--- config.mk ---
export PLATFORM = sky130hd
export DESIGN_NAME = kwd_watchdog
export DESIGN_NICKNAME = d
export VERILOG_FILES = /design/src/design/kwd_pkg.sv /design/src/design/kwd_watchdog.sv
export SDC_FILE = /design/constraint.sdc
export NUM_CORES = 1
export LEC_CHECK = 0
export BUFFER_PORTS_ARGS = -buffer_cell sky130_fd_sc_hd__buf_2
export CAP_MARGIN = 10
export CORE_MARGIN = 1
export CORE_UTILIZATION = 59
export CTS_BUF_LIST = sky130_fd_sc_hd__clkbuf_4
export DETAILED_ROUTE_END_ITERATION = 16
export MAX_ROUTING_LAYER = met4
export PLACE_DENSITY = 0.86
export SYNTH_ARGS = -nofsm -noshare
export SYNTH_HDL_FRONTEND = slang
export SYNTH_SLANG_ARGS = --single-unit
--- constraint.sdc ---
create_clock -name clk -period 3.4 [get_ports clk]
set_input_delay 0.85 -clock clk [delete_from_list [all_inputs] [get_ports clk]]
set_output_delay 0.85 -clock clk [all_outputs]
set_load 0.01 [all_outputs]
--- src/design/kwd_pkg.sv ---
// package: register map, keys, field layout and timing counts of the keyed watchdog
package kwd_pkg;

    // ------------------------------------------------------------------
    // register map (byte offsets)
    // ------------------------------------------------------------------
    localparam logic [7:0]  OFS_ACTION   = 8'h00;
    localparam logic [7:0]  OFS_TICK     = 8'h04;
    localparam logic [7:0]  OFS_RESTART  = 8'h08;
    localparam logic [7:0]  OFS_STATUS   = 8'h0c;
    localparam logic [7:0]  OFS_IRQ_STAT = 8'h10;
    localparam logic [7:0]  OFS_IRQ_MASK = 8'h14;

    // ------------------------------------------------------------------
    // keys and field positions
    // ------------------------------------------------------------------
    localparam logic [11:0] ACTION_KEY    = 12'h234;
    localparam int          ACTION_KEY_LO = 4;
    localparam int          ACTION_KEY_HI = 15;
    localparam logic [8:0]  TICK_KEY      = 9'h06e;
    localparam int          TICK_KEY_LO   = 7;
    localparam int          TICK_KEY_HI   = 15;
    localparam logic [15:0] RESTART_CODE  = 16'hc071;
    localparam int          SEL_LO        = 0;
    localparam int          SEL_HI        = 1;
    localparam int          HPC_LO        = 2;
    localparam int          HPC_HI        = 5;
    localparam logic [11:0] PRELOAD_LOW   = 12'hfff;

    // ------------------------------------------------------------------
    // divider terminal counts and pin pulse length
    // ------------------------------------------------------------------
    localparam int          PRESC_W       = 10;
    localparam logic [9:0]  DIV8_LAST     = 10'h007;
    localparam logic [9:0]  DIV32_LAST    = 10'h01f;
    localparam logic [9:0]  DIV128_LAST   = 10'h07f;
    localparam logic [9:0]  DIV1024_LAST  = 10'h3ff;
    localparam logic [3:0]  PIN_LOW_CYCLES = 4'h8;

    // ------------------------------------------------------------------
    // reset values and event bits
    // ------------------------------------------------------------------
    localparam logic [15:0] COUNT_RESET   = 16'h0fff;
    localparam int          EVT_OVERFLOW  = 0;
    localparam int          EVT_BAD_KEY   = 1;
    localparam int          EVT_W         = 2;

    typedef struct packed {
        logic ext;
        logic irq;
        logic rst;
        logic en;
    } kwd_action_s;

    typedef struct packed {
        logic [3:0] hpc;
        logic [1:0] sel;
    } kwd_tick_s;

    typedef struct packed {
        logic [7:0]  addr;
        logic [31:0] wdata;
        logic        wr;
        logic        rd;
    } kwd_bus_s;

    localparam kwd_action_s ACTION_RESET = '{ext: 1'b0, irq: 1'b0, rst: 1'b0, en: 1'b0};
    localparam kwd_tick_s   TICK_RESET   = '{hpc: 4'h0, sel: 2'h0};

endpackage

--- src/design/kwd_watchdog.sv ---
// keyed watchdog timer: register slave, prescaler, down counter and overflow actions
//
// Notes on behaviour
// RQ1: overflow while enabled with reset action set pulses the system reset output.
// RQ2: overflow while enabled with interrupt action set emits one interrupt pulse.
// RQ3: overflow while enabled with pin action set drives pin low eight cycles.
// RQ4: restart loads counter with preload field on top and all ones below.
// RQ5: counter ticks at clock divided by 8, 32, 128 or 1024 per select.
// RQ6: action register written only when bits 15:4 carry its key; key reads zero.
// RQ7: tick register written only when bits 15:7 carry its key; key reads zero.
// RQ8: only the restart code written to the restart register restarts the counter.
// RQ9: with enable clear no overflow output of any kind is produced.
// RQ10: overflow flag sets on overflow, clears on restart or reset.
// RQ11: after reset block is disabled and config and status registers read zero.
// RQ12: software disables, programs tick, restarts, then enables with keyed writes.
// RQ13: counter decrements once per tick while enabled; wrap below zero is overflow.
//
// Chosen here: the address-and-strobe port.
`timescale 1ns/1ps
`default_nettype none

module kwd_watchdog
    import kwd_pkg::*;
(
    input  wire logic     clk,                  // 10 MHz system clock
    input  wire logic     sys_rst,              // asynchronous reset, active high
    input  wire kwd_bus_s bus,                  // register request
    output logic [31:0]   rdata,                // read data, cycle after read strobe
    output logic          overflow_system_reset,// one-cycle internal reset request
    output logic          overflow_irq_pulse,   // one-cycle pulse to interrupt controller
    output logic          overflow_pin_n,       // active-low overflow pin
    output logic          irq                   // level interrupt, unmasked sticky event
);

    // ------------------------------------------------------------------
    // state
    // ------------------------------------------------------------------
    kwd_action_s        act_q;
    kwd_tick_s          tick_q;
    logic [15:0]        cnt_q;
    logic [PRESC_W-1:0] presc_q;
    logic               flag_q;
    logic               sys_rst_q;
    logic               irqp_q;
    logic               pin_n_q;
    logic [3:0]         pin_cnt_q;
    logic [EVT_W-1:0]   ist_q;
    logic [EVT_W-1:0]   imask_q;
    logic [31:0]        rdata_q;

    typedef enum logic [2:0] {
        KWD_ST_IDLE  = 3'b001,
        KWD_ST_COUNT = 3'b010,
        KWD_ST_PULSE = 3'b100
    } kwd_pin_e;
    kwd_pin_e           pin_st_q;

    function automatic logic [PRESC_W-1:0] div_last(input logic [1:0] sel);
        case (sel)
            2'h0:    div_last = DIV8_LAST;
            2'h1:    div_last = DIV32_LAST;
            2'h2:    div_last = DIV128_LAST;
            default: div_last = DIV1024_LAST;
        endcase
    endfunction

    // ------------------------------------------------------------------
    // write decode
    // ------------------------------------------------------------------
    logic wr_action;
    logic wr_tick;
    logic act_key_ok;
    logic tick_key_ok;
    logic restart;
    logic tick;
    logic ovf_evt;
    logic [EVT_W-1:0] evt;

    assign wr_action   = bus.wr && (bus.addr == OFS_ACTION);
    assign wr_tick     = bus.wr && (bus.addr == OFS_TICK);
    assign act_key_ok  = bus.wdata[ACTION_KEY_HI:ACTION_KEY_LO] == ACTION_KEY;
    assign tick_key_ok = bus.wdata[TICK_KEY_HI:TICK_KEY_LO] == TICK_KEY;
    assign restart     = bus.wr && (bus.addr == OFS_RESTART)
                         && (bus.wdata[15:0] == RESTART_CODE);   // [RQ8]
    // prescaler stands still while disabled, so after enable it resumes the partly elapsed period
    assign tick        = act_q.en && (presc_q == div_last(tick_q.sel));   // [RQ5]
    assign ovf_evt     = tick && !restart && (cnt_q == 16'h0000);         // [RQ13] [RQ9]
    assign evt[EVT_OVERFLOW] = ovf_evt;
    assign evt[EVT_BAD_KEY]  = (wr_action && !act_key_ok) || (wr_tick && !tick_key_ok);

    // ------------------------------------------------------------------
    // configuration registers
    // ------------------------------------------------------------------
    always_ff @(posedge clk or posedge sys_rst)
    begin
        if (sys_rst)
            act_q <= ACTION_RESET;                                      // [RQ11]
        else if (wr_action && act_key_ok)
            act_q <= kwd_action_s'(bus.wdata[3:0]);                     // [RQ6]
    end

    always_ff @(posedge clk or posedge sys_rst)
    begin
        if (sys_rst)
            tick_q <= TICK_RESET;                                       // [RQ11]
        else if (wr_tick && tick_key_ok)
            tick_q <= kwd_tick_s'(bus.wdata[HPC_HI:SEL_LO]);            // [RQ7]
    end

    // ------------------------------------------------------------------
    // prescaler and down counter
    // ------------------------------------------------------------------
    always_ff @(posedge clk or posedge sys_rst)
    begin
        if (sys_rst)
            presc_q <= '0;
        else if (restart || tick)
            presc_q <= '0;                                              // [RQ5]
        else if (act_q.en)
            presc_q <= presc_q + 1'b1;
    end

    always_ff @(posedge clk or posedge sys_rst)
    begin
        if (sys_rst)
            cnt_q <= COUNT_RESET;
        else if (restart)
            cnt_q <= {tick_q.hpc, PRELOAD_LOW};                         // [RQ4]
        else if (tick)
            cnt_q <= cnt_q - 1'b1;                                      // [RQ13]
    end

    // restart masks a coincident overflow in ovf_evt, so the set and the restart clear never meet
    always_ff @(posedge clk or posedge sys_rst)
    begin
        if (sys_rst)
            flag_q <= 1'b0;
        else if (ovf_evt)
            flag_q <= 1'b1;                                             // [RQ10]
        else if (restart)
            flag_q <= 1'b0;                                             // [RQ10]
    end

    // ------------------------------------------------------------------
    // overflow actions
    // ------------------------------------------------------------------
    always_ff @(posedge clk or posedge sys_rst)
    begin
        if (sys_rst)
        begin
            sys_rst_q <= 1'b0;
            irqp_q    <= 1'b0;
        end
        else
        begin
            sys_rst_q <= ovf_evt && act_q.rst;                          // [RQ1]
            irqp_q    <= ovf_evt && act_q.irq;                          // [RQ2]
        end
    end

    always_ff @(posedge clk or posedge sys_rst)
    begin
        if (sys_rst)
        begin
            pin_st_q  <= KWD_ST_IDLE;
            pin_n_q   <= 1'b1;
            pin_cnt_q <= '0;
        end
        else
        begin
            case (pin_st_q)
                KWD_ST_IDLE:
                begin
                    if (ovf_evt && act_q.ext)
                    begin
                        pin_st_q  <= KWD_ST_COUNT;
                        pin_n_q   <= 1'b0;                              // [RQ3]
                        pin_cnt_q <= PIN_LOW_CYCLES - 4'h1;
                    end
                end
                KWD_ST_COUNT:
                begin
                    if (pin_cnt_q == 4'h1)
                        pin_st_q <= KWD_ST_PULSE;
                    pin_cnt_q <= pin_cnt_q - 4'h1;
                end
                KWD_ST_PULSE:
                begin
                    pin_st_q <= KWD_ST_IDLE;
                    pin_n_q  <= 1'b1;                                   // [RQ3]
                end
                default:
                begin
                    pin_st_q <= KWD_ST_IDLE;
                    pin_n_q  <= 1'b1;
                end
            endcase
        end
    end

    // ------------------------------------------------------------------
    // event status, mask and interrupt
    // ------------------------------------------------------------------
    always_ff @(posedge clk or posedge sys_rst)
    begin
        if (sys_rst)
            ist_q <= '0;
        else if (bus.wr && (bus.addr == OFS_IRQ_STAT))
            ist_q <= (ist_q & ~bus.wdata[EVT_W-1:0]) | evt;
        else
            ist_q <= ist_q | evt;
    end

    always_ff @(posedge clk or posedge sys_rst)
    begin
        if (sys_rst)
            imask_q <= '0;
        else if (bus.wr && (bus.addr == OFS_IRQ_MASK))
            imask_q <= bus.wdata[EVT_W-1:0];
    end

    // ------------------------------------------------------------------
    // read path: keys and the restart register read as zero
    // ------------------------------------------------------------------
    always_ff @(posedge clk or posedge sys_rst)
    begin
        if (sys_rst)
            rdata_q <= '0;
        else if (bus.rd)
        begin
            case (bus.addr)
                OFS_ACTION:   rdata_q <= {28'h0000000, act_q};          // [RQ6]
                OFS_TICK:     rdata_q <= {26'h0, tick_q};               // [RQ7]
                OFS_STATUS:   rdata_q <= {31'h0, flag_q};               // [RQ10]
                OFS_IRQ_STAT: rdata_q <= {30'h0, ist_q};
                OFS_IRQ_MASK: rdata_q <= {30'h0, imask_q};
                default:      rdata_q <= '0;
            endcase
        end
        else
            rdata_q <= '0;
    end

    assign rdata                 = rdata_q;
    assign overflow_system_reset = sys_rst_q;
    assign overflow_irq_pulse    = irqp_q;
    assign overflow_pin_n        = pin_n_q;
    assign irq                   = |(ist_q & imask_q);
endmodule

`default_nettype wire

---- After elaboration in Yosys (flattened, before gate mapping) ----
Index checks and enable logic that the tools add are counted.
storage, ports and cells
  register bits after elaboration ......... 83
  bits in latches ......................... 0
  memory bits (writable) .................. 0
  bits in read-only memories .............. 0
  bits of input ports ..................... 44
  logic and storage cells ................. 91
  memories ................................ 0
cells by class
  $add $sub $neg .......................... 3
  multipliers ............................. 0
  div/mod/pow operators ................... 0
  magnitude comparators ................... 0
  equal/unequal tests ..................... 16
  shifts and indexed selects .............. 0
  muxes and demuxes ....................... 17
  bitwise logic cells ..................... 6
  reduce and logical (&&, ||, !) cells .... 32
operators with widths
  operator                                            number
  two-way mux 16 bit                                  2
  two-way mux 32 bit                                  1
  one-hot mux 10 bit (3 select lines)                 1
  one-hot mux 6 bit (5 select lines)                  1
  two-way mux 10 bit                                  2
  == test 16 bit, second input constant               1
  == test 8 x 4 -> 1 bit, second input constant       2
  == test 8 x 5 -> 1 bit, second input constant       2
  logical AND 1 bit                                   16
  logical NOT 16 bit                                  1
  subtractor 16 x 1 -> 16 bit, second input constant  1
  == test 12 x 10 -> 1 bit, second input constant     1
  adder 10 x 1 -> 10 bit, second input constant       1
  == test 10 bit                                      1
  == test 9 x 7 -> 1 bit, second input constant       1
  == test 8 x 3 -> 1 bit, second input constant       1
  logical NOT 8 bit                                   1
  one-hot mux 4 bit (2 select lines)                  1
  nonzero test 2 bit                                  4
  two-way mux 3 bit                                   2
  one-hot mux 3 bit (2 select lines)                  1
  AND reduction 2 bit                                 3
  AND 2 bit                                           2
  == test 4 x 1 -> 1 bit, second input constant       1
  17 further kinds                                    24

---- Logic depth before layout (Yosys ltp) ----
Gate-level depths: netlist of the first run.
  word-level depth ........................ 9
  gate-level depth with buffers ........... 8
  gate-level depth less buffers ........... 7

---- Worst setup path after synthesis of the first run ----
Ideal clock, no wire load.
  kind .................................... input to register
  start point ............................. input bus[35] (netlist name)
  end point ............................... register cnt_q[13]
  arrival ................................. 2633 ps
  data required time ...................... 3318 ps
  slack ................................... 685 ps
  stages on the path ...................... 6
  cells stage by stage .................... or4_4 -> or3_4 -> or4_1 -> buf_2 -> buf_6 -> a31oi_1
on the way
  word-level cells in the longest chain between the ends .. 4
RTL lines
  item                                                             RTL line             text
  start, declared                                                  kwd_watchdog.sv:27   input wire kwd_bus_s bus,
  == test 8 x 4 -> 1 bit *                                         kwd_watchdog.sv:83   assign restart = bus.wr && (bus.addr == OFS_RESTART)
  logical AND 1 bit *                                              kwd_watchdog.sv:83
  logical AND 1 bit *                                              kwd_watchdog.sv:84   && (bus.wdata[15:0] == RESTART_CODE);
  two-way mux 16 bit / nonzero test 2 bit (equally long branches)  --
  end signal, assigned                                             kwd_watchdog.sv:128  cnt_q <= {tick_q.hpc, PRELOAD_LOW};
  end signal, assigned                                             kwd_watchdog.sv:130  cnt_q <= cnt_q - 1'b1;
  end, declared                                                    kwd_watchdog.sv:40   logic [15:0] cnt_q;
Every way passes the cells marked *; elsewhere a longest branch is shown, timed or not.
A chain may end at the register's enable or synchronous reset.

---- Worst setup path after layout of the first run ----
  start point ............................. register tick_q[1] (netlist name)
  end point ............................... register cnt_q[13]
on the way
  word-level cells in the longest chain between the ends .. 5
RTL lines
  item                                   RTL line             text
  start, declared                        kwd_watchdog.sv:39   kwd_tick_s tick_q;
  start signal, assigned                 kwd_watchdog.sv:107  tick_q <= kwd_tick_s'(bus.wdata[HPC_HI:SEL_LO]);
  == test 2 bit (tied with other cells)  kwd_watchdog.sv:59   case (sel)
  one-hot mux 10 bit (3 select lines) *  kwd_watchdog.sv:59
  == test 10 bit *                       kwd_watchdog.sv:86   assign tick = act_q.en && (presc_q == div_last(tick_q.sel));
  logical AND 1 bit *                    kwd_watchdog.sv:86
  nonzero test 2 bit (no source line) *  --
Marks and branches as above.

==> results.tsv, run 1 <==
metric	value	unit
DRT Pass-1 Iters	5	
Worst Hold Class	in2async	
WP depth	5	
cts repair resizes	0	
net switching power	0.307	mW
CTS tree	done	
total power	1.15	mW
H-tree depth	3	
Period minus WS final	2.65	ns
row count	26	
adder-cell share of the synthesized area	1.97	%
synthesized area per cell	10.3	µm²
DRC	0	
Crit path arrival time	3.00	ns
worst hold slack	0.360	ns
Slew Limit Headroom	35.0	%
# hold bufs at CTS	0	
die width	75.3	µm
Bufs and invs on worst path	0	
XOR/XNOR Fraction of Synth Area	3.87	%
internal power	0.847	mW
Post-synth EDFFs	0	
R2R Path Start	tick_q[1]	
reg2reg setup slack	0.75	ns
largest net degree at the start of global routing	29	
Tcrit/Tclk final	78.1	%
Final Hold Fails	0	
vias per cell	5.60	
Compound-Gate Fraction of Synth Area	9.71	%
fin cells	428	
Slew @ Worst Pin	0.974	ns
first-pass GRT wire length	10.6	mm
vias in the first global route	2276	
CP Max Fanout	14	
# placed instances	412	
Logic pwr share	6.3	%
post-DP HPWL	4.57	mm
Clock Sinks	57	
core region area	0.00514	mm²
Seq/Total Area, Yosys	45.6	%
maximum vdd ir drop	0.000294	V
setup TNS	0	ns
Critical Path Sink Type	flop	
post-route ant nets	0	
final core occ	67.1	%
FFs w/ async S/R, synth	100	%
Ys Warns	0	
max-slew violations	0	
Antenna diodes	0	
Reg clk slew, reported paths	0.10	ns
CP cell instances	or3_1 > a221oi_4 > o2111ai_1 > or4_1 > a31oi_1	
die height	75.3	µm
Clock Power Share	34.4	%
sequential power share	59.3	%
worst-case reg-to-reg path depth	5	
synthesized instance count	308	
Critical-path top delay cell	or4_1	
Peak Freq	0.377	GHz
Setup Buffers After CTS	0	
Num CTS Buffers	9	
iteration-0 DRC count of the detailed router	166	
remaining global-route overflow	0	
Crit path largest cell delay	0.63	ns
FF+latch count, synth	57	
count of different cell masters after synthesis	54	
Starting Density	61.7	%
port buffer count	37	
outcome	complete, no violations	
Final nets	402	
max-cap violation count	0	
layout filler cell count	432	
share of cells above drive strength 1	28.5	%
Cell Pwr Density	334	mW/mm²
num ports	80	
Final Setup Violations	0	
final wirelength	6.31	mm
most frequent cells in the layout	43 x dfrtp_1, 37 x buf_2, 32 x nor2_1	
predominant post-synthesis flop cell	dfrtp_1	
Sw Share	26.6	%
Clock Tree Root	clkbuf_4	
RSZ-0062 raised after global routing	false	
via count	2397	
post-DR wirelength/cell	14.7	µm
commonest non-fill, non-tap cell in the layout	dfrtp_1	
Clk Latency, worst-skew pair	0.41	ns
total leakage power	1.56	nW
post-synthesis mux area share	6.59	%
CP required	3.75	ns
Post-Syn Area	0.00317	mm²
main combinational cell family by area after synthesis	simple AND/OR/NAND/NOR gates	
synthesis-to-finish area growth	8.88	%
RR Endpoint	cnt_q[13]	
Worst Skew	0.0132	ns
crit start category	flop	
Placer Congestion	0.968	
clk buf depth	2	
Synth Area in Simple Gates	24.0	%
overall routing resource usage	26.7	%
CP delay by family, top	simple AND/OR/NAND/NOR gates	
die area	0.00567	mm²
initial antenna violation count	0	
critical path type	reg2reg	
power by group through the flow:
stage / Clock, mW / Sequential [mW] / Combinational (mW)
finish: 0.397 / 0.684 / 0.0731
CTS: 0.404 / 0.684 / 0.0727
global placement: 0 / 0.697 / 0.0706
global route: 0.438 / 0.685 / 0.0829
floorplan: 0 / 0.696 / 0.0609
detailed placement: 0 / 0.697 / 0.0727
metrics by stage:
step	instance area, µm²	worst slack (ns)
floorplan	3260	0.685
global placement	3350	0.366
detailed placement	3350	0.310
CTS	3450	0.729
global route	3450	0.492
finish	3450	0.745
registers in the layout (all words and copies together) (netlist names):
register,flops
pin_cnt_q,4
imask_q,2
flag_q,1
overflow_system_reset,1
cnt_q,16
overflow_pin_n,1
presc_q,10
overflow_irq_pulse,1
tick_q,6
act_q,4
ist_q,2
pin_st_q,3
rdata,6
worst max-delay path by stage:
stage,slack [ns],start,to
6_report,0.75,tick_q[1],cnt_q[13]
5_1_grt,0.49,tick_q[1],cnt_q[13]
4_1_cts,0.73,tick_q[1],cnt_q[13]
3_5_place_dp,0.31,bus[35],cnt_q[13]
3_3_place_gp,0.37,bus[35],cnt_q[13]
2_1_floorplan,0.68,bus[35],cnt_q[13]
final cells by class:
type	count	area (µm²)	share of cell area [%]
clock buffer	9	67.6	1.96
clock inverter	7	37.5	1.09
inverter	6	22.5	0.653
multi-input combinational	236	1560	45.3
sequential	57	1440	41.8
tap	70	87.6	2.54
timing repair buffer	43	230	6.67
synth_stat cells (6+ instances only):
master	instances	area (µm²)
mux2_2	15	169
inv_1	6	22.5
dfstp_2	14	368
nor2_1	32	120
o21ai_0	9	45.0
or3_1	14	87.6
or4_1	7	52.6
xor2_1	8	70.1
buf_4	26	195
xnor2_1	6	52.6
nand3_1	15	75.1
and2_1	6	37.5
nand2_1	16	60.1
nand4_1	7	43.8
dfrtp_1	43	1080
nor3_1	6	30.0
cells by family (layout without fill, tap and decap cells):
family                     after synthesis  after routing
AOI/OAI and AO/OA                       38             38
xor gates and xnor gates                14             14
adders and majority gates                5              5
buffers and inverters                   40             65
DFF                                     57             57
muxes                                   19             19
other                                    1             26
and+or+nand+nor                        134            134
routing by layer:
layer	track usage, %	part of all wire, %	wire, µm
met1	32.8	43	2690
met2	42.3	51	3220
met3	8.86	4.5	287
met4	7.61	1.7	110
met5	-	0	0
worst register-to-register path: cells and delay by family, from the launching register on:
| family | cells | cell delay [ns] |
|---|---|---|
| compound gates | 3 | 1.05 |
| simple gates | 2 | 1.08 |
| flops | 1 | 0.46 |
No activity file was read; power rests on OpenSTA's default activity.
==> run 2, diff against run 1 <==
- ABC_AREA: not set -> 1
- CORE_UTILIZATION: 59 -> 57
- PLACE_DENSITY: 0.86 -> 0.82
- clock period: 3.4 -> 2.8 ns (I/O delays scaled with it)
==> results.tsv, run 2 <==
metric	value	unit
outcome	complete, no violations	
Compound-Gate Fraction of Synth Area	9.31	%
commonest non-fill, non-tap cell in the layout	nand2_1	
die area	0.00669	mm²
count of different cell masters after synthesis	44	
total leakage power	1.88	nW
crit start category	flop	
Critical-path top delay cell	dfrtp_1	
XOR/XNOR Fraction of Synth Area	2.17	%
num ports	80	
H-tree depth	3	
overall routing resource usage	26.5	%
RSZ-0062 raised after global routing	false	
CP Max Fanout	5	
max reg flops	16	
adder-cell share of the synthesized area	1.72	%
Largest regs	cnt_q: 16 flops, presc_q: 10 flops	
# placed instances	587	
iteration-0 DRC count of the detailed router	230	
most common cell in the synthesized netlist	nand2_1	
Placer Congestion	0.941	
top-area cell type share of the netlist area	29.6	%
largest net degree at the start of global routing	58	
sequential power share	53.5	%
internal power	1.14	mW
Ys Warns	0	
maximum vdd ir drop	0.000311	V
Seq/Total Area, Yosys	39.8	%
critical path type	reg2reg	
Reg clk slew, reported paths	0.12	ns
synthesis-to-finish area growth	8.10	%
port buffer count	37	
Cell Pwr Density	395	mW/mm²
Clock Tree Root	clkbuf_4	
via count	3192	
CP delay by family, top	simple AND/OR/NAND/NOR gates	
share of cells above drive strength 1	19.1	%
first-pass GRT wire length	12.9	mm
max-slew violations	0	
top post-synthesis cells by area	dfrtp_1 30%, nand2_1 11%, dfstp_2 10%	
Final nets	572	
fin cells	603	
Tcrit/Tclk final	68.7	%
# hold bufs at CTS	0	
Crit path arrival time	2.20	ns
total power	1.55	mW
max-cap violation count	0	
Worst Hold Class	in2async	
synthesized instance count	479	
Slew @ Worst Pin	0.701	ns
core region area	0.00603	mm²
Critical Path Sink Type	flop	
clk buf depth	2	
main combinational cell family by area after synthesis	simple AND/OR/NAND/NOR gates	
final wirelength	7.60	mm
vias in the first global route	2891	
Post-Syn Area	0.00363	mm²
Starting Density	60.2	%
Synth Area in Simple Gates	33.7	%
post-DR wirelength/cell	12.6	µm
multi-input logic area	0.00180	mm²
remaining global-route overflow	0	
initial antenna violation count	0	
predominant post-synthesis flop cell	dfrtp_1	
Period minus WS final	1.92	ns
post-synthesis mux area share	0	%
Slew Limit Headroom	53.3	%
top cell type by total area after synthesis	dfrtp_1	
synthesized area per cell	7.58	µm²
Num CTS Buffers	9	
Post-synth top cells	107 x nand2_1, 61 x inv_1, 57 x nor2_1	
layout filler cell count	534	
CP cell instances	ha_1 > nand2_1 > nor2_4 > nand2_2 > nor2_4 > nand2_1 > nor2_1 > nand3_1 > nor2_1 > a21oi_1	
row count	28	
post-DP HPWL	5.75	mm
most frequent cells in the layout	107 x nand2_1, 60 x inv_1, 57 x nor2_1	
cts repair resizes	0	
Bufs and invs on worst path	0	
Top reg by flops	cnt_q	
Final Hold Fails	0	
DRT Pass-1 Iters	5	
Crit path largest cell delay	0.40	ns
Logic pwr share	6.3	%
DRC	0	
FFs w/ async S/R, synth	100	%
FF+latch count, synth	57	
net switching power	0.411	mW
CTS tree	done	
Clk Latency, worst-skew pair	0.42	ns
Clock Sinks	57	
post-route ant nets	0	
Post-synth EDFFs	0	
vias per cell	5.29	
Setup Buffers After CTS	0	
setup TNS	0	ns
Worst Skew	0.0197	ns
Final Setup Violations	0	
die height	81.8	µm
Antenna diodes	0	
Clock Power Share	40.2	%
Peak Freq	0.520	GHz
die width	81.8	µm
Sw Share	26.5	%
Sequential Area	0.00144	mm²
CP required	3.08	ns
-- run 2: stage by stage --
| stage | util (%) | cell area (µm²) | hold slack [ns] | worst slack [ns] |
|---|---|---|---|---|
| floorplan | - | 3720 | 0.451 | 0.724 |
| detailed placement | 62.7 | 3780 | 0.475 | 0.544 |
| global placement | 62.7 | 3780 | 0.465 | 0.599 |
| finish | 65.1 | 3920 | 0.472 | 0.876 |
| global route | 65.1 | 3920 | 0.509 | 0.663 |
| CTS | 65.1 | 3920 | 0.480 | 0.856 |
-- run 2: area by class of cell --
| cell class | instances | share of cell area [%] |
|---|---|---|
| Clock buffer | 10 | 1.91 |
| Clock inverter | 6 | 1.72 |
| Inverter | 66 | 6.38 |
| Multi-Input combinational cell | 351 | 45.9 |
| Sequential cell | 57 | 36.8 |
| Tap cell | 75 | 2.39 |
| Timing Repair Buffer | 38 | 4.91 |
-- run 2: power by group through the flow --
stage	registers (mW)	logic [mW]	clock network (mW)
floorplan	0.845	0.0830	0
global placement	0.845	0.0953	0
detailed placement	0.845	0.0968	0
CTS	0.830	0.0969	0.631
global route	0.831	0.112	0.663
finish	0.830	0.0973	0.624
-- run 2: per-layer routing --
metal | track usage [%] | vias to the layer above | routed length [µm] | share of wire, %
met2 | 43.7 | 98 | 3790 | 50
met1 | 32.4 | 1498 | 3390 | 45
li1 | - | 1584 | - | -
met3 | 3.22 | 12 | 269 | 3.5
met4 | 12.3 | 0 | 153 | 2.0
met5 | - | - | 0 | 0
-- run 2: cell families (layout without fill, tap and decap cells) --
logic type      after synthesis  after routing
compound gates               59             59
fa+ha+maj                     5              5
flops                        57             57
other cells                   1             26
xor+xnor                      9              9
buf+inv                      96            120
simple gates                252            252
-- run 2: worst min-delay path: cells and delay by family --
family                 cells  cell delay [ns]
buffers and inverters      3             0.69
-- run 2: worst paths after layout --
check | cells after the start | from | to | slack [ns]
setup / recovery | 10 | presc_q[0] | pin_cnt_q[3] | 0.88
hold / removal | 3 | sys_rst | cnt_q[15] | 0.47
setup reg to reg | 10 | presc_q[0] | pin_cnt_q[3] | 0.88
hold reg to reg | 2 | cnt_q[5] | cnt_q[5] | 0.49
max in group asynchronous | 3 | sys_rst | act_q[0] | 1.86
min in group clk | 2 | cnt_q[5] | cnt_q[5] | 0.49
